===== src/common/tmr_pkg.sv =====
/*
 * Constants, field layouts and carriers for the dual 8-bit timer control block.
 * Assumes a 10 MHz pclk that also stands in for the high frequency clock,
 * and an APB master with 32-bit data.
 */
package tmr_pkg;
	// =========================================================
	// Clock and bus
	// =========================================================
	localparam int unsigned CLK_HZ = 10_000_000;
	localparam int unsigned CLK_PERIOD_NS = 1_000_000_000 / CLK_HZ;
	localparam int unsigned ADDR_W = 12;
	localparam int unsigned PRE_W = 11;
	// =========================================================
	// Register indices, byte address is four times the index
	// =========================================================
	localparam logic [7:0] IDX_CTL1 = 8'h1a;
	localparam logic [7:0] IDX_CTL2 = 8'h1b;
	localparam logic [7:0] IDX_PER1 = 8'h1c;
	localparam logic [7:0] IDX_PW1 = 8'h1d;
	localparam logic [7:0] IDX_PER2 = 8'h1e;
	localparam logic [7:0] IDX_PW2 = 8'h1f;
	localparam logic [7:0] IDX_OPT = 8'h20;
	localparam logic [7:0] IDX_STAT = 8'h21;
	localparam logic [7:0] IDX_MASK = 8'h22;
	localparam logic [7:0] IDX_CNT = 8'h23;
	// Reset values
	localparam logic [7:0] CTL_RST = 8'h00;
	localparam logic [7:0] REG_RST = 8'h00;
	// Option and status bit positions
	localparam int unsigned OPT_DIV = 0;
	localparam int unsigned OPT_SLOW = 1;
	localparam int unsigned ST_HIT1 = 0;
	localparam int unsigned ST_HIT2 = 1;
	// =========================================================
	// Field codes
	// =========================================================
	localparam logic [2:0] CK_SLOWEST = 3'h0;
	localparam logic [2:0] CK_DIV7 = 3'h1;
	localparam logic [2:0] CK_DIV5 = 3'h2;
	localparam logic [2:0] CK_DIV3 = 3'h3;
	localparam logic [2:0] CK_FS = 3'h4;
	localparam logic [2:0] CK_DIV1 = 3'h5;
	localparam logic [2:0] CK_FC = 3'h6;
	localparam logic [2:0] CK_PIN = 3'h7;
	localparam logic [2:0] MODE_TIMER = 3'h0;
	localparam logic [2:0] MODE_PDO = 3'h1;
	localparam logic [2:0] MODE_PWM = 3'h2;
	localparam logic [2:0] MODE_CASC = 3'h3;
	localparam logic [15:0] TOP8 = 16'h00ff;
	localparam logic [15:0] TOP16 = 16'hffff;
	// =========================================================
	// Carriers
	// =========================================================
	// Control register layout, bit 7 down to bit 0
	typedef struct packed {
		logic flop;
		logic [2:0] clk_sel;
		logic run;
		logic [2:0] mode;
	} ctl_s;
	// One counting step result
	typedef struct packed {
		logic [15:0] cnt;
		logic out;
		logic hit;
	} step_s;
endpackage


===== src/rtl/dual_timer_ctl.sv =====
/*
 * Dual cascadable 8-bit timer control with APB register access.
 * Assumes one 10 MHz clock; the low clock and count pins arrive
 * asynchronously and are synchronised here.
 */
// Added by the designer: register access over APB.
module dual_timer_ctl
	import tmr_pkg::*;
(
	input wire logic pclk,
	input wire logic presetn,
	input wire logic psel,
	input wire logic penable,
	input wire logic pwrite,
	input wire logic [tmr_pkg::ADDR_W-1:0] paddr,
	input wire logic [31:0] pwdata,
	output logic [31:0] prdata,
	output logic pready,
	output logic pslverr,
	input wire logic fs_pin,
	input wire logic ext1_pin,
	input wire logic ext2_pin,
	output logic tc_out1,
	output logic tc_out2,
	output logic irq
);
	import tmr_pkg::*;

	// =========================================================
	// Pin synchronisers
	// =========================================================
	logic [2:0] meta_r; // First stage, read only by second
	logic [2:0] sync_r; // Second stage
	logic [2:0] last_r; // Edge memory
	logic [2:0] edge_w; // Rising edges: fs, ext1, ext2

	// Two flops per pin, then edge memory
	always_ff @(posedge pclk or negedge presetn)
	begin
		if (!presetn)
		begin
			meta_r <= 3'h0;
			sync_r <= 3'h0;
			last_r <= 3'h0;
		end
		else
		begin
			meta_r <= {ext2_pin, ext1_pin, fs_pin};
			sync_r <= meta_r;
			last_r <= sync_r;
		end
	end
	assign edge_w = sync_r & ~last_r;

	// =========================================================
	// Registers
	// =========================================================
	ctl_s ctl1_r, ctl1_nxt; // First timer control
	ctl_s ctl2_r, ctl2_nxt; // Second timer control
	logic [7:0] per1_r, per1_nxt, pw1_r, pw1_nxt; // First period and width
	logic [7:0] per2_r, per2_nxt, pw2_r, pw2_nxt; // Second period and width
	logic [1:0] opt_r, opt_nxt; // Divider option, low speed
	logic [1:0] stat_r, stat_nxt; // Sticky events
	logic [1:0] mask_r, mask_nxt; // Interrupt enables
	logic [31:0] rd_r, rd_nxt; // Read data
	logic [7:0] idx_w; // Word index
	logic hit_idx; // Address is mapped
	logic wr_w, rd_w, setup_w; // Bus strobes
	logic [1:0] ev_w; // Counter events
	logic [7:0] cnt1_r, cnt1_nxt, cnt2_r, cnt2_nxt; // Counters, read through CNT

	assign idx_w = paddr[9:2];
	assign hit_idx = (paddr[ADDR_W-1:10] == '0) && idx_w >= IDX_CTL1 && idx_w <= IDX_CNT;
	assign setup_w = psel && !penable;
	assign wr_w = psel && penable && pwrite && hit_idx;
	assign rd_w = psel && penable && !pwrite;

	// Register updates and read capture
	always_comb
	begin
		ctl1_nxt = ctl1_r;
		ctl2_nxt = ctl2_r;
		per1_nxt = per1_r;
		pw1_nxt = pw1_r;
		per2_nxt = per2_r;
		pw2_nxt = pw2_r;
		opt_nxt = opt_r;
		mask_nxt = mask_r;
		rd_nxt = rd_r;
		stat_nxt = stat_r;
		// Read of status clears only the bits it returned, so an event
		// landing between setup and access is not lost
		if (rd_w && idx_w == IDX_STAT)
			stat_nxt = stat_r & ~rd_r[1:0];
		// New events win over the clear
		stat_nxt = stat_nxt | ev_w;
		if (wr_w)
		begin
			case (idx_w)
				IDX_CTL1: ctl1_nxt = pwdata[7:0];
				IDX_CTL2: ctl2_nxt = pwdata[7:0];
				IDX_PER1: per1_nxt = pwdata[7:0];
				IDX_PW1: pw1_nxt = pwdata[7:0];
				IDX_PER2: per2_nxt = pwdata[7:0];
				IDX_PW2: pw2_nxt = pwdata[7:0];
				IDX_OPT: opt_nxt = pwdata[1:0];
				IDX_MASK: mask_nxt = pwdata[1:0];
				default: opt_nxt = opt_r;
			endcase
		end
		// Read data latched in the setup cycle
		if (setup_w)
		begin
			case (idx_w)
				IDX_CTL1: rd_nxt = {24'h0, ctl1_r};
				IDX_CTL2: rd_nxt = {24'h0, ctl2_r};
				IDX_PER1: rd_nxt = {24'h0, per1_r};
				IDX_PW1: rd_nxt = {24'h0, pw1_r};
				IDX_PER2: rd_nxt = {24'h0, per2_r};
				IDX_PW2: rd_nxt = {24'h0, pw2_r};
				IDX_OPT: rd_nxt = {30'h0, opt_r};
				IDX_STAT: rd_nxt = {30'h0, stat_r};
				IDX_MASK: rd_nxt = {30'h0, mask_r};
				IDX_CNT: rd_nxt = {14'h0, tc_out2, tc_out1, cnt2_r, cnt1_r};
				default: rd_nxt = 32'h0;
			endcase
		end
	end

	// Register storage
	always_ff @(posedge pclk or negedge presetn)
	begin
		if (!presetn)
		begin
			ctl1_r <= CTL_RST;
			ctl2_r <= CTL_RST;
			per1_r <= REG_RST;
			pw1_r <= REG_RST;
			per2_r <= REG_RST;
			pw2_r <= REG_RST;
			opt_r <= 2'h0;
			stat_r <= 2'h0;
			mask_r <= 2'h0;
			rd_r <= 32'h0;
		end
		else
		begin
			ctl1_r <= ctl1_nxt;
			ctl2_r <= ctl2_nxt;
			per1_r <= per1_nxt;
			pw1_r <= pw1_nxt;
			per2_r <= per2_nxt;
			pw2_r <= pw2_nxt;
			opt_r <= opt_nxt;
			stat_r <= stat_nxt;
			mask_r <= mask_nxt;
			rd_r <= rd_nxt;
		end
	end

	// Zero wait state answer
	assign pready = 1'b1;
	assign pslverr = psel && penable && !hit_idx;
	assign prdata = rd_r;
	assign irq = |(stat_r & mask_r);

	// =========================================================
	// Count clocks
	// =========================================================
	logic tick1, tick2; // Selected count ticks
	logic casc; // Cascaded 16-bit operation

	assign casc = ctl1_r.mode == MODE_CASC;

	tick_select u_tick1 (
		.pclk(pclk),
		.presetn(presetn),
		.clk_sel(ctl1_r.clk_sel),
		.div_opt(opt_r[OPT_DIV]),
		.slow(opt_r[OPT_SLOW]),
		.fs_tick(edge_w[0]),
		.ext_tick(edge_w[1]),
		.tick(tick1)
	);

	tick_select u_tick2 (
		.pclk(pclk),
		.presetn(presetn),
		.clk_sel(ctl2_r.clk_sel),
		.div_opt(opt_r[OPT_DIV]),
		.slow(opt_r[OPT_SLOW]),
		.fs_tick(edge_w[0]),
		.ext_tick(edge_w[2]),
		.tick(tick2)
	);

	// =========================================================
	// Counters and output flops
	// =========================================================
	logic out1_r, out1_nxt, out2_r, out2_nxt; // Timer flops
	logic run1, run2; // Effective run bits
	step_s s1, s2, s16; // Step results

	// One tick of counting in a given mode
	function automatic step_s step(input logic [15:0] cnt, input logic [15:0] per,
		input logic [15:0] pw, input logic [2:0] mode, input logic [15:0] top,
		input logic out, input logic flop);
		step_s r;
		logic [15:0] inc;
		r.cnt = cnt;
		r.out = out;
		r.hit = 1'b0;
		inc = cnt + 16'h0001;
		case (mode)
			// Timer and divider: clear on period match
			MODE_TIMER, MODE_PDO:
			begin
				r.cnt = (inc == per) ? 16'h0000 : (inc & top);
				r.hit = inc == per;
				if (mode == MODE_PDO && inc == per)
					r.out = !out;
			end
			// PWM: flip at width, restore at wrap
			MODE_PWM:
			begin
				r.cnt = (cnt == top) ? 16'h0000 : inc;
				if (cnt == pw)
				begin
					r.out = !out;
					r.hit = 1'b1;
				end
				if (cnt == top)
					r.out = flop;
			end
			// Reserved codes hold
			default: r.hit = 1'b0;
		endcase
		return r;
	endfunction

	assign run1 = casc ? ctl2_r.run : ctl1_r.run;
	assign run2 = ctl2_r.run;
	assign s16 = step({cnt2_r, cnt1_r}, {per2_r, per1_r}, {pw2_r, pw1_r}, ctl2_r.mode,
		TOP16, out2_r, ctl2_r.flop);
	assign s1 = step({8'h00, cnt1_r}, {8'h00, per1_r}, {8'h00, pw1_r}, ctl1_r.mode,
		TOP8, out1_r, ctl1_r.flop);
	assign s2 = step({8'h00, cnt2_r}, {8'h00, per2_r}, {8'h00, pw2_r}, ctl2_r.mode,
		TOP8, out2_r, ctl2_r.flop);

	// Next counter and flop values
	always_comb
	begin
		cnt1_nxt = cnt1_r;
		cnt2_nxt = cnt2_r;
		out1_nxt = out1_r;
		out2_nxt = out2_r;
		ev_w = 2'h0;
		if (casc)
		begin
			if (!run2)
			begin
				cnt1_nxt = 8'h00;
				cnt2_nxt = 8'h00;
				out2_nxt = ctl2_r.flop;
			end
			else if (tick1)
			begin
				cnt1_nxt = s16.cnt[7:0];
				cnt2_nxt = s16.cnt[15:8];
				out2_nxt = s16.out;
				ev_w[ST_HIT2] = s16.hit;
			end
		end
		else
		begin
			if (!ctl1_r.run)
			begin
				cnt1_nxt = 8'h00;
				out1_nxt = ctl1_r.flop;
			end
			else if (tick1)
			begin
				cnt1_nxt = s1.cnt[7:0];
				out1_nxt = s1.out;
				ev_w[ST_HIT1] = s1.hit;
			end
			if (!run2)
			begin
				cnt2_nxt = 8'h00;
				out2_nxt = ctl2_r.flop;
			end
			else if (tick2)
			begin
				cnt2_nxt = s2.cnt[7:0];
				out2_nxt = s2.out;
				ev_w[ST_HIT2] = s2.hit;
			end
		end
	end

	// Counter storage
	always_ff @(posedge pclk or negedge presetn)
	begin
		if (!presetn)
		begin
			cnt1_r <= 8'h00;
			cnt2_r <= 8'h00;
			out1_r <= 1'b0;
			out2_r <= 1'b0;
		end
		else
		begin
			cnt1_r <= cnt1_nxt;
			cnt2_r <= cnt2_nxt;
			out1_r <= out1_nxt;
			out2_r <= out2_nxt;
		end
	end
	assign tc_out1 = out1_r;
	assign tc_out2 = out2_r;
endmodule


===== src/rtl/tick_select.sv =====
/*
 * Count clock selection for one timer: prescaler of the fast clock,
 * low clock divider, and the external count tick.
 * Assumes fs_tick and ext_tick are already synchronised one-cycle pulses.
 */
module tick_select
	import tmr_pkg::*;
#(
	parameter int unsigned PW = PRE_W
)
(
	input wire logic pclk,
	input wire logic presetn,
	input wire logic [2:0] clk_sel,
	input wire logic div_opt,
	input wire logic slow,
	input wire logic fs_tick,
	input wire logic ext_tick,
	output logic tick
);
	// =========================================================
	// Prescaler state
	// =========================================================
	logic [PW-1:0] pre_r; // Fast clock divider
	logic [PW-1:0] pre_nxt;
	logic [2:0] fs8_r; // Low clock divide by eight
	logic [2:0] fs8_nxt;

	// Next values of both dividers
	always_comb
	begin
		pre_nxt = pre_r + 1'b1;
		fs8_nxt = fs_tick ? fs8_r + 3'h1 : fs8_r;
	end

	// Register the dividers
	always_ff @(posedge pclk or negedge presetn)
	begin
		if (!presetn)
		begin
			pre_r <= '0;
			fs8_r <= 3'h0;
		end
		else
		begin
			pre_r <= pre_nxt;
			fs8_r <= fs8_nxt;
		end
	end

	// =========================================================
	// Clock mux
	// =========================================================
	// Code to tick
	always_comb
	begin
		case (clk_sel)
			// Slowest code falls back on low clock when divider option or low speed is set
			CK_SLOWEST: tick = (div_opt || slow) ? (fs_tick && fs8_r == 3'h7) : (&pre_r[10:0]);
			CK_DIV7: tick = !slow && (&pre_r[6:0]);
			CK_DIV5: tick = !slow && (&pre_r[4:0]);
			CK_DIV3: tick = !slow && (&pre_r[2:0]);
			CK_FS: tick = fs_tick;
			CK_DIV1: tick = !slow && pre_r[0];
			CK_FC: tick = 1'b1;
			CK_PIN: tick = ext_tick;
			default: tick = 1'b0;
		endcase
	end
endmodule


===== config.mk =====
export PLATFORM = sky130hd
export DESIGN_NAME = dual_timer_ctl
export DESIGN_NICKNAME = d
export VERILOG_FILES = /design/src/common/tmr_pkg.sv /design/src/rtl/dual_timer_ctl.sv /design/src/rtl/tick_select.sv
export SDC_FILE = /design/constraint.sdc
export NUM_CORES = 1
export LEC_CHECK = 0
export BUFFER_PORTS_ARGS = -buffer_cell sky130_fd_sc_hd__clkbuf_2
export CAP_MARGIN = 15
export CELL_PAD_IN_SITES_DETAIL_PLACEMENT = 0
export CELL_PAD_IN_SITES_GLOBAL_PLACEMENT = 2
export CORE_MARGIN = 3
export CORE_UTILIZATION = 40
export CTS_CLUSTER_DIAMETER = 150
export DETAILED_ROUTE_END_ITERATION = 10
export PLACE_DENSITY_LB_ADDON = 0.1
export SLEW_MARGIN = 20
export SYNTH_ARGS = -nofsm -noshare
export SYNTH_HDL_FRONTEND = slang
export SYNTH_SLANG_ARGS = --single-unit

===== constraint.sdc =====
create_clock -name pclk -period 4.7 [get_ports pclk]
set_input_delay 0.235 -clock pclk [delete_from_list [all_inputs] [get_ports pclk]]
set_output_delay 0.235 -clock pclk [all_outputs]
set_load 0.03 [all_outputs]

==> summary.txt, run 1 <==
CTS buffer count - 17
Lkg Pwr - 3.64 nW
die extent in y - 141 microns
DRT iter0 DRCs - 481
DRT Pass-1 Iters - 5
commonest non-fill, non-tap cell in the layout - dfrtp_1
Hold EP - pw2_r[2]
CP endpoint kind - flop
# fillers - 1701
first-pass GRT wire length - 32900 microns
hold path cells - 2
syn_area_per_cell - 9.82 sq um
Syn Std Cell Area - 0.00729 sq mm
FFs w/ async S/R, synth - 1.00
overall die width - 141 microns
Met3 Routed Length - 841 microns
Metal-1 WL - 9900 microns
Hold Vio Cnt, Final - 0
Slew @ Worst Pin - 1.05 ns
CP startpoint kind - flop
number of synthesized flops with an enable pin - 0
total number of vias - 5836
RSZ-0062 raised after global routing - false
Finish-stage setup viols - 0
synth unique cells - 73
GRT Residual Overflow - 0
post-CTS resize count - 0
fmax - 271 MHz
deepest clock path buffer count - 2
WP data required - 5.00 ns
Max FO, Critical Path - 11
Setup WS pre-CTS - 1.08 ns
Detail Placement HPWL - 15500 microns
vias per std cell - 5.72
crit path time final - 3.69 ns
uppermost layer routed - met4
total of max-cap violations - 0
critical path class - reg2reg
CTS H-Tree Depth - 4
status - finished clean
CTS Sinks - 127
register-to-register setup slack - 1.01 ns
GR Util All Layers - 0.216
core area - 0.0176 sq mm
Area growth, synth to finish - 13.2%
synth warn - 0
Hold Path Class - in2reg
fin crit share - 0.784
initial antenna violation count - 0
reg2reg path depth - 9
Main synth FF type - dfrtp_1
Top-Level Pins - 89
vias in the first global route - 5765
Final WS setup - 1.01 ns
layout cells sized above 1 - 0.197
port bufs - 47
Seq/Total Area, Yosys - 0.436
setup tns final - 0 ns
WL per Instance - 20.3 microns
Power Total - 2.63 mW
Post-Route WL - 20700 microns
Max VDD drop - 0.000245 V
Post-CTS Setup Inserts - 0
Detail Route Antenna Nets - 0
commonest cells after routing, fill and taps aside - dfrtp_1, nand2_1, mux2_2
Row Count - 48
largest net degree at the start of global routing - 64
nets - 846
Post-Synthesis Cells - 743
clk_lat worst skew - 0.42 ns
register bit total from synthesis - 127
CTS hold repair buffers - 4
Die ar. - 0.0199 sq mm
met2 wire len - 9430 microns
clock root cell - clkbuf_16
hold path start - pwdata[2]
WP data arrival - 3.98 ns
n_diodes - 0
Final Max Tran Viols - 0
worst clock skew - 0.0154 ns
Post-route DRC - 0
P per Cell Area - 319 mW/mm^2
clk slew on worst S/H paths - 0.06 ns
gpl congestion - 0.921
worst reg2reg endpoint - cnt2_r[5]
Worst R2R Start - cnt1_r[0]
starting density of the core - 0.414
Rel. slew slack - 0.301
CTS tree - yes
## layout make-up
| class | count | area [sq um] | share of cell area |
|---|---|---|---|
| Clock buffer | 20 | 447 | 0.0541 |
| Clock inverter | 12 | 158 | 0.0191 |
| Inverter | 14 | 52.6 | 0.00636 |
| Multi-Input combinational cell | 567 | 3830 | 0.464 |
| Sequential cell | 127 | 3180 | 0.385 |
| Tap cell | 225 | 282 | 0.0341 |
| Timing Repair Buffer | 55 | 308 | 0.0373 |
## Yosys cell counts, types with 7 or more instances
library cell | count | share of area
a22oi_1 | 12 | 0.012
a221oi_1 | 10 | 0.012
nor3_1 | 22 | 0.015
xnor2_1 | 41 | 0.049
mux2_2 | 58 | 0.090
buf_4 | 19 | 0.020
clkbuf_1 | 16 | 0.0082
o21ai_0 | 43 | 0.030
or3_1 | 9 | 0.0077
nand4_1 | 18 | 0.015
nand2_1 | 91 | 0.047
buf_2 | 11 | 0.0075
nor2_1 | 46 | 0.024
inv_1 | 14 | 0.0072
ha_1 | 12 | 0.021
and3_1 | 7 | 0.0060
dfrtp_1 | 127 | 0.44
nand2b_1 | 13 | 0.011
nor4_1 | 7 | 0.0060
xor2_1 | 15 | 0.018
nand3_1 | 21 | 0.014
nand3b_1 | 7 | 0.0072
a21oi_1 | 20 | 0.014
## logic make-up (layout without fill, tap and decap cells)
family	after synthesis	in the layout	share of synthesized area
buffers and inverters	62	101	0.0456
adders and majority gates	12	12	0.0206
AOI/OAI and AO/OA	148	148	0.140
muxes	66	66	0.104
DFF	127	127	0.436
xor gates and xnor gates	56	56	0.0672
and+or+nand+nor	270	270	0.186
other	2	15	0.00103
## registers in the layout, indices dropped and copies added (netlist names), 7 cells and up
register       flops
cnt1_r             8
ctl1_r             8
prdata            18
pw1_r              8
cnt2_r             8
ctl2_r             7
per2_r             8
u_tick2.pre_r     11
pw2_r              8
u_tick1.pre_r     11
per1_r             8
## power breakdown
group / internal (mW) / leakage (nW) / switching [mW]
logic: 0.0422 / 1.63 / 0.0918
clock network: 0.852 / 0.299 / 0.506
registers: 1.12 / 1.71 / 0.0166
total: 2.02 / 3.64 / 0.615
## critical path, cell delays in order (launching register included)
cell and delay, ns:
dfrtp_1 0.55, ha_1 0.35, nand3_1 0.37, nand2b_1 0.48, o41ai_1 0.44, o211ai_1 0.21
nor4_4 0.43, nor2_2 0.15, or3_1 0.44, o311a_1 0.14
## metrics by stage
step           cells  hold WS [ns]  cell area [sq um]   util
2_1_floorplan    756       -0.0606               7340      -
3_3_place_gp     984         0.334               7610  0.433
3_5_place_dp     984         0.342               7610  0.433
4_1_cts         1020         0.190               8260  0.469
5_1_grt         1020         0.206               8260  0.469
6_report        1020         0.207               8260  0.469
## how the worst max path moves through the flow
stage               startpoint   endpoint  slack, ns  cells after the start
detailed placement   cnt1_r[0]  cnt2_r[5]       1.08                      9
CTS                  cnt1_r[0]  cnt2_r[5]       1.07                      9
global route         cnt1_r[0]    tc_out2       0.58                      9
finish               cnt1_r[0]  cnt2_r[5]       1.01                      9
floorplan            cnt1_r[1]  cnt2_r[5]       2.04                     10
global placement     cnt1_r[0]  cnt2_r[5]       1.09                      9
## per-layer routing
metal / up-vias / global-route usage
li1: 2753 / -
met1: 2882 / 0.308
met2: 173 / 0.334
met3: 28 / 0.0343
met4: 0 / 0.0765
met5: - / 0
(Power assumes the default switching activity.)
==> run 2: changes to the inputs <==
- CORE_UTILIZATION: 40 -> 37
- clock period: 4.7 -> 3.7 ns (I/O delays scaled with it)
==> run 2 against run 1 <==
Sequential cell count did not move. Clock-buffer cell count fell by 1. Combinational power rose by 28%. Largest power group unchanged. Critical endpoint unchanged. Critical path depth did not move. Final cell count rose by 4.5%. Die area rose by 7.8%. Clock power rose by 17%. Routed wire length rose by 2.7%. Non-clock buffer count rose by 13.
==> summary.txt, run 2 (same netlist as run 1, synthesis figures left out) <==
post-route core utilization - 0.439 (-0.0304)
fin crit share - 0.889 (+0.105)
Post-Route WL - 21300 microns (+2.7%)
starting density of the core - 0.383 (-0.0310)
die extent in y - 146 microns (+3.8%)
Power Total - 3.21 mW (+22%)
Max VDD drop - 0.000300 V (+22%)
reg2reg path depth - 9 (unchanged)
hold path cells - 2 (unchanged)
Clock power frac - 0.495 (-0.021)
Slew @ Worst Pin - 0.943 ns (-0.106 ns)
CTS buffer count - 17 (unchanged)
Detail Route Antenna Nets - 0 (unchanged)
fmax - 304 MHz (+12%)
CP startpoint kind - flop
Sw Share - 0.234 (+0.000531)
deepest clock path buffer count - 2 (unchanged)
Final Max Tran Viols - 0 (unchanged)
P per Cell Area - 385 mW/mm^2 (+21%)
Cell Int Power - 2.46 mW (+22%)
clk_lat worst skew - 0.42 ns (about the same)
status - finished clean
largest net degree at the start of global routing - 69 (+7.8%)
first-pass GRT wire length - 33700 microns (+2.6%)
max reg flops - 18 (unchanged)
P_sw - 752 uW (+22%)
Area growth, synth to finish - 14.4%
core area - 0.0190 sq mm (+8.1%)
DRT Pass-1 Iters - 5 (unchanged)
Cell Count, Final, Fillers Out - 1066 (+4.5%)
post-CTS resize count - 0 (unchanged)
n_diodes - 0 (unchanged)
Finish-stage setup viols - 0 (unchanged)
worst clock skew - 0.0167 ns (+0.00124 ns)
commonest non-fill, non-tap cell in the layout - dfrtp_1
critical path class - reg2reg
Top-Level Pins - 89 (unchanged)
WP data arrival - 3.58 ns (-0.40 ns)
vias per std cell - 5.54 (-3.1%)
WL per Instance - 20.0 microns (-1.7%)
Hold Path Class - in2reg
setup tns final - 0 ns (unchanged)
overall die width - 146 microns (+3.8%)
commonest cells after routing, fill and taps aside - dfrtp_1, nand2_1, mux2_2
clock root cell - clkbuf_16
GRT Residual Overflow - 0 (unchanged)
gpl congestion - 0.865 (-6.1%)
CTS tree - yes
total number of vias - 5909 (+1.3%)
Row Count - 50 (+4.2%)
placed cell count - 1032 (+4.9%)
RSZ-0062 raised after global routing - false
Post-CTS Setup Inserts - 0 (unchanged)
port bufs - 47 (unchanged)
Rel. slew slack - 0.371 (+0.0704)
initial antenna violation count - 0 (unchanged)
Die ar. - 0.0214 sq mm (+7.8%)
CTS H-Tree Depth - 4 (unchanged)
Detail Placement HPWL - 15900 microns (+2.7%)
CTS hold repair buffers - 4 (unchanged)
crit path time final - 3.29 ns (-0.396 ns)
GR Util All Layers - 0.202 (-0.0136)
Post-route DRC - 0 (unchanged)
clk slew on worst S/H paths - 0.06 ns (about the same)
layout cells sized above 1 - 0.208 (+0.0110)
Lkg Pwr - 3.68 nW (+1.1%)
Max FO, Critical Path - 10 (-1)
CP endpoint kind - flop
CTS Sinks - 127 (unchanged)
DRT iter0 DRCs - 445 (-7.5%)
Reg power frac - 0.451 (+0.018)
WP data required - 3.99 ns (-1.01 ns)
combinational power share - 0.054 (+0.003)
Hold Vio Cnt, Final - 0 (unchanged)
vias in the first global route - 5864 (+1.7%)
Hold Slack - 0.159 ns (-0.0481 ns)
total of max-cap violations - 0 (unchanged)
nets - 859 (+1.5%)
run 2: changes by cell type in the layout (fill, tap and decap cells not counted), sizes merged:
| cell | before | now |
|---|---|---|
| bufinv | 3 | 2 |
| clkinv | 6 | 7 |
| buf | 5 | 18 |
| inv | 17 | 15 |
| clkinvlp | 0 | 1 |
| clkbuf | 66 | 65 |
run 2: final timing paths:
path,slack [ns],from,endpoint
worst max-delay path,0.41,cnt1_r[0],cnt2_r[5]
worst min-delay path,0.16,pwdata[3],run2
min in group asynchronous,0.43,presetn,u_tick1.pre_r[7]
max in group asynchronous,2.27,presetn,last_r[2]
worst max register to register,0.41,cnt1_r[0],cnt2_r[5]
worst min register to register,0.35,meta_r[2],sync_r[2]
run 2: power groups by stage:
stage	clock (mW)	sequential (mW)	combinational [mW]
after CTS	1.63	1.45	0.176
final	1.59	1.45	0.172
after global placement	0	1.47	0.165
after detailed placement	0	1.47	0.172
after floorplan	0	1.47	0.107
after global routing	1.70	1.45	0.199
run 2: critical path, stage by stage, from the launching register on:
cell      delay [ns]
dfrtp_1         0.57
ha_1            0.24
nand3_1         0.13
nand2b_1        0.38
o41ai_2         0.40
o211ai_1        0.21
nor4_4          0.47
nor2_2          0.18
or3_1           0.43
o311a_1         0.14
run 2: stage by stage:
step / setup WS, ns / instance area, sq um
floorplan: 1.04 / 7340
global placement: 0.511 / 7750
detailed placement: 0.447 / 7750
CTS: 0.417 / 8340
global route: 0.219 / 8350
finish: 0.411 / 8350
run 2: cell type report:
class	instances	area [sq um]
flip-flops and latches	127	3180
inverters	14	52.6
fillers	1891	10700
multi-input cells	567	3830
well taps	260	325
clock buffers	19	433
clock inverters	11	119
repair buffers	68	405
run 2: layer usage:
| layer | global-route usage | part of all wire |
|---|---|---|
| met1 | 0.293 | 0.49 |
| met2 | 0.311 | 0.45 |
| met3 | 0.0335 | 0.037 |
| met4 | 0.0644 | 0.022 |
| met5 | 0 | 0 |
==> run 3: changes to the inputs <==
- RECOVER_POWER: default -> 100
==> run 3 against run 2 <==
The flow now finishes with violations (max-capacitance violations, max-slew violations). Routed wire length about the same. Clock power about the same. Hold slack improved by 0.0075 ns. Clock skew about the same. Core utilization decreased by 0.31 points. Final cell count unchanged.
==> summary.txt, run 3 (same netlist as run 1, synthesis figures left out) <==
status - finished, violations left
CP startpoint kind - flop
nets - 859 (unchanged)
vias per std cell - 5.57 (+0.47%)
Cell Int Power - 2.46 mW (about the same)
CP endpoint kind - flop
crit path time final - 3.35 ns (+0.0626 ns)
Slew @ Worst Pin - 1.78 ns (+0.839 ns)
DRT Pass-1 Iters - 5 (unchanged)
starting density of the core - 0.383 (unchanged)
GRT Residual Overflow - 0 (unchanged)
Reg power frac - 0.452 (about the same)
Row Count - 50 (unchanged)
total of max-cap violations - 1 (+1)
overall die width - 146 microns (unchanged)
Setup WS pre-CTS - 0.447 ns (unchanged)
deepest clock path buffer count - 2 (unchanged)
Post-Route WL - 21300 microns (about the same)
initial antenna violation count - 0 (unchanged)
core area - 0.0190 sq mm (unchanged)
fin crit share - 0.906 (+0.0169)
critical path class - reg2reg
Clock power frac - 0.495 (about the same)
clk slew on worst S/H paths - 0.06 ns (about the same)
total number of vias - 5937 (+0.47%)
clk_lat worst skew - 0.42 ns (about the same)
port bufs - 47 (unchanged)
Max VDD drop - 0.000298 V (-0.74%)
Hold Path Class - in2reg
post-CTS resize count - 0 (unchanged)
Top-Level Pins - 89 (unchanged)
first-pass GRT wire length - 33700 microns (unchanged)
commonest cells after routing, fill and taps aside - dfrtp_1, nand2_1, mux2_2
DRT iter0 DRCs - 429 (-3.6%)
Area growth, synth to finish - 13.6%
P per Cell Area - 387 mW/mm^2 (+0.48%)
RSZ-0062 raised after global routing - false
CTS H-Tree Depth - 4 (unchanged)
WP data required - 3.99 ns (about the same)
P_sw - 746 uW (-0.79%)
Post-route DRC - 0 (unchanged)
Max FO, Critical Path - 10 (unchanged)
Rel. slew slack - -0.188 (-0.559)
vias in the first global route - 5864 (unchanged)
Final Max Tran Viols - 69 (+69)
GR Util All Layers - 0.202 (unchanged)
Detail Placement HPWL - 15900 microns (unchanged)
WP data arrival - 3.64 ns (+0.06 ns)
Finish-stage setup viols - 0 (unchanged)
gpl congestion - 0.865 (unchanged)
Die ar. - 0.0214 sq mm (unchanged)
post-route core utilization - 0.436 (-0.00309)
CTS tree - yes
CTS buffer count - 17 (unchanged)
fmax - 298 MHz (-1.9%)
commonest non-fill, non-tap cell in the layout - dfrtp_1
Final WS setup - 0.348 ns (-0.0626 ns)
worst clock skew - 0.0165 ns (-0.000144 ns)
Lkg Pwr - 3.59 nW (-2.4%)
WL per Instance - 20.0 microns (about the same)
Sw Share - 0.233 (-0.00133)
CTS Sinks - 127 (unchanged)
max reg flops - 18 (unchanged)
failing checks - max-capacitance violations, max-slew violations
Post-CTS Setup Inserts - 0 (unchanged)
combinational power share - 0.053 (about the same)
Detail Route Antenna Nets - 0 (unchanged)
largest net degree at the start of global routing - 69 (unchanged)
setup tns final - 0 ns (unchanged)
die extent in y - 146 microns (unchanged)
Hold Vio Cnt, Final - 0 (unchanged)
n_diodes - 0 (unchanged)
layout cells sized above 1 - 0.175 (-0.0335)
clock root cell - clkbuf_16
==> run 3: final timing paths <==
check                           from                to  slack [ns]  cells past startpoint
setup / recovery           cnt1_r[0]         cnt2_r[5]        0.35                      9
hold / removal             pwdata[3]              run2        0.17                      2
setup reg to reg           cnt1_r[0]         cnt2_r[5]        0.35                      9
hold reg to reg            meta_r[2]         sync_r[2]        0.35                      0
max in group asynchronous    presetn         last_r[2]        1.28                      3
min in group asynchronous    presetn  u_tick1.pre_r[7]        0.76                      2
==> run 3: metal layers <==
| metal | GRT usage | vias to the layer above | wire length (microns) |
|---|---|---|---|
| li1 | - | 2781 | - |
| met1 | 0.293 | 2970 | 10300 |
| met2 | 0.311 | 162 | 9590 |
| met3 | 0.0335 | 24 | 908 |
| met4 | 0.0644 | 0 | 466 |
| met5 | 0 | - | 0 |
==> run 3: repair_timing <==
| action | in CTS | in global routing |
|---|---|---|
| hold buffers | 4 | 0 |
| endpoints found under the setup margin | 0 | 0 |
| endpoints found under the hold margin | 69 | 0 |
==> run 3: layout make-up <==
type	instances	area, sq um
Multi-Input combinational cell	567	3810
Sequential cell	127	3180
Timing Repair Buffer	68	365
Clock buffer	19	433
Inverter	14	52.6
Tap cell	260	325
Fill cell	1906	10700
Clock inverter	11	119
==> run 3: worst max-delay path, cell delays in order, from the launching register on <==
cell      delay, ns
dfrtp_1        0.57
ha_1           0.24
nand3_1        0.13
nand2b_1       0.36
o41ai_1        0.47
o211ai_1       0.23
nor4_4         0.48
nor2_2         0.18
or3_1          0.43
o311a_1        0.14
==> run 3: through the flow <==
stage | power [mW] | instance area [sq um] | instances | hold slack [ns]
finish | 3.21 | 8290 | 1066 | 0.167
global route | 3.35 | 8290 | 1066 | 0.157
CTS | 3.25 | 8340 | 1066 | 0.157
detailed placement | 1.65 | 7750 | 1032 | 0.295
global placement | 1.64 | 7750 | 1032 | 0.294
floorplan | 1.58 | 7340 | 756 | -0.111
==> run 3: power groups by stage <==
stage / sequential [mW] / combinational, mW / clock (mW)
2_1_floorplan: 1.47 / 0.107 / 0
3_3_place_gp: 1.47 / 0.165 / 0
3_5_place_dp: 1.47 / 0.172 / 0
4_1_cts: 1.45 / 0.176 / 1.63
5_1_grt: 1.45 / 0.197 / 1.70
6_report: 1.45 / 0.170 / 1.59
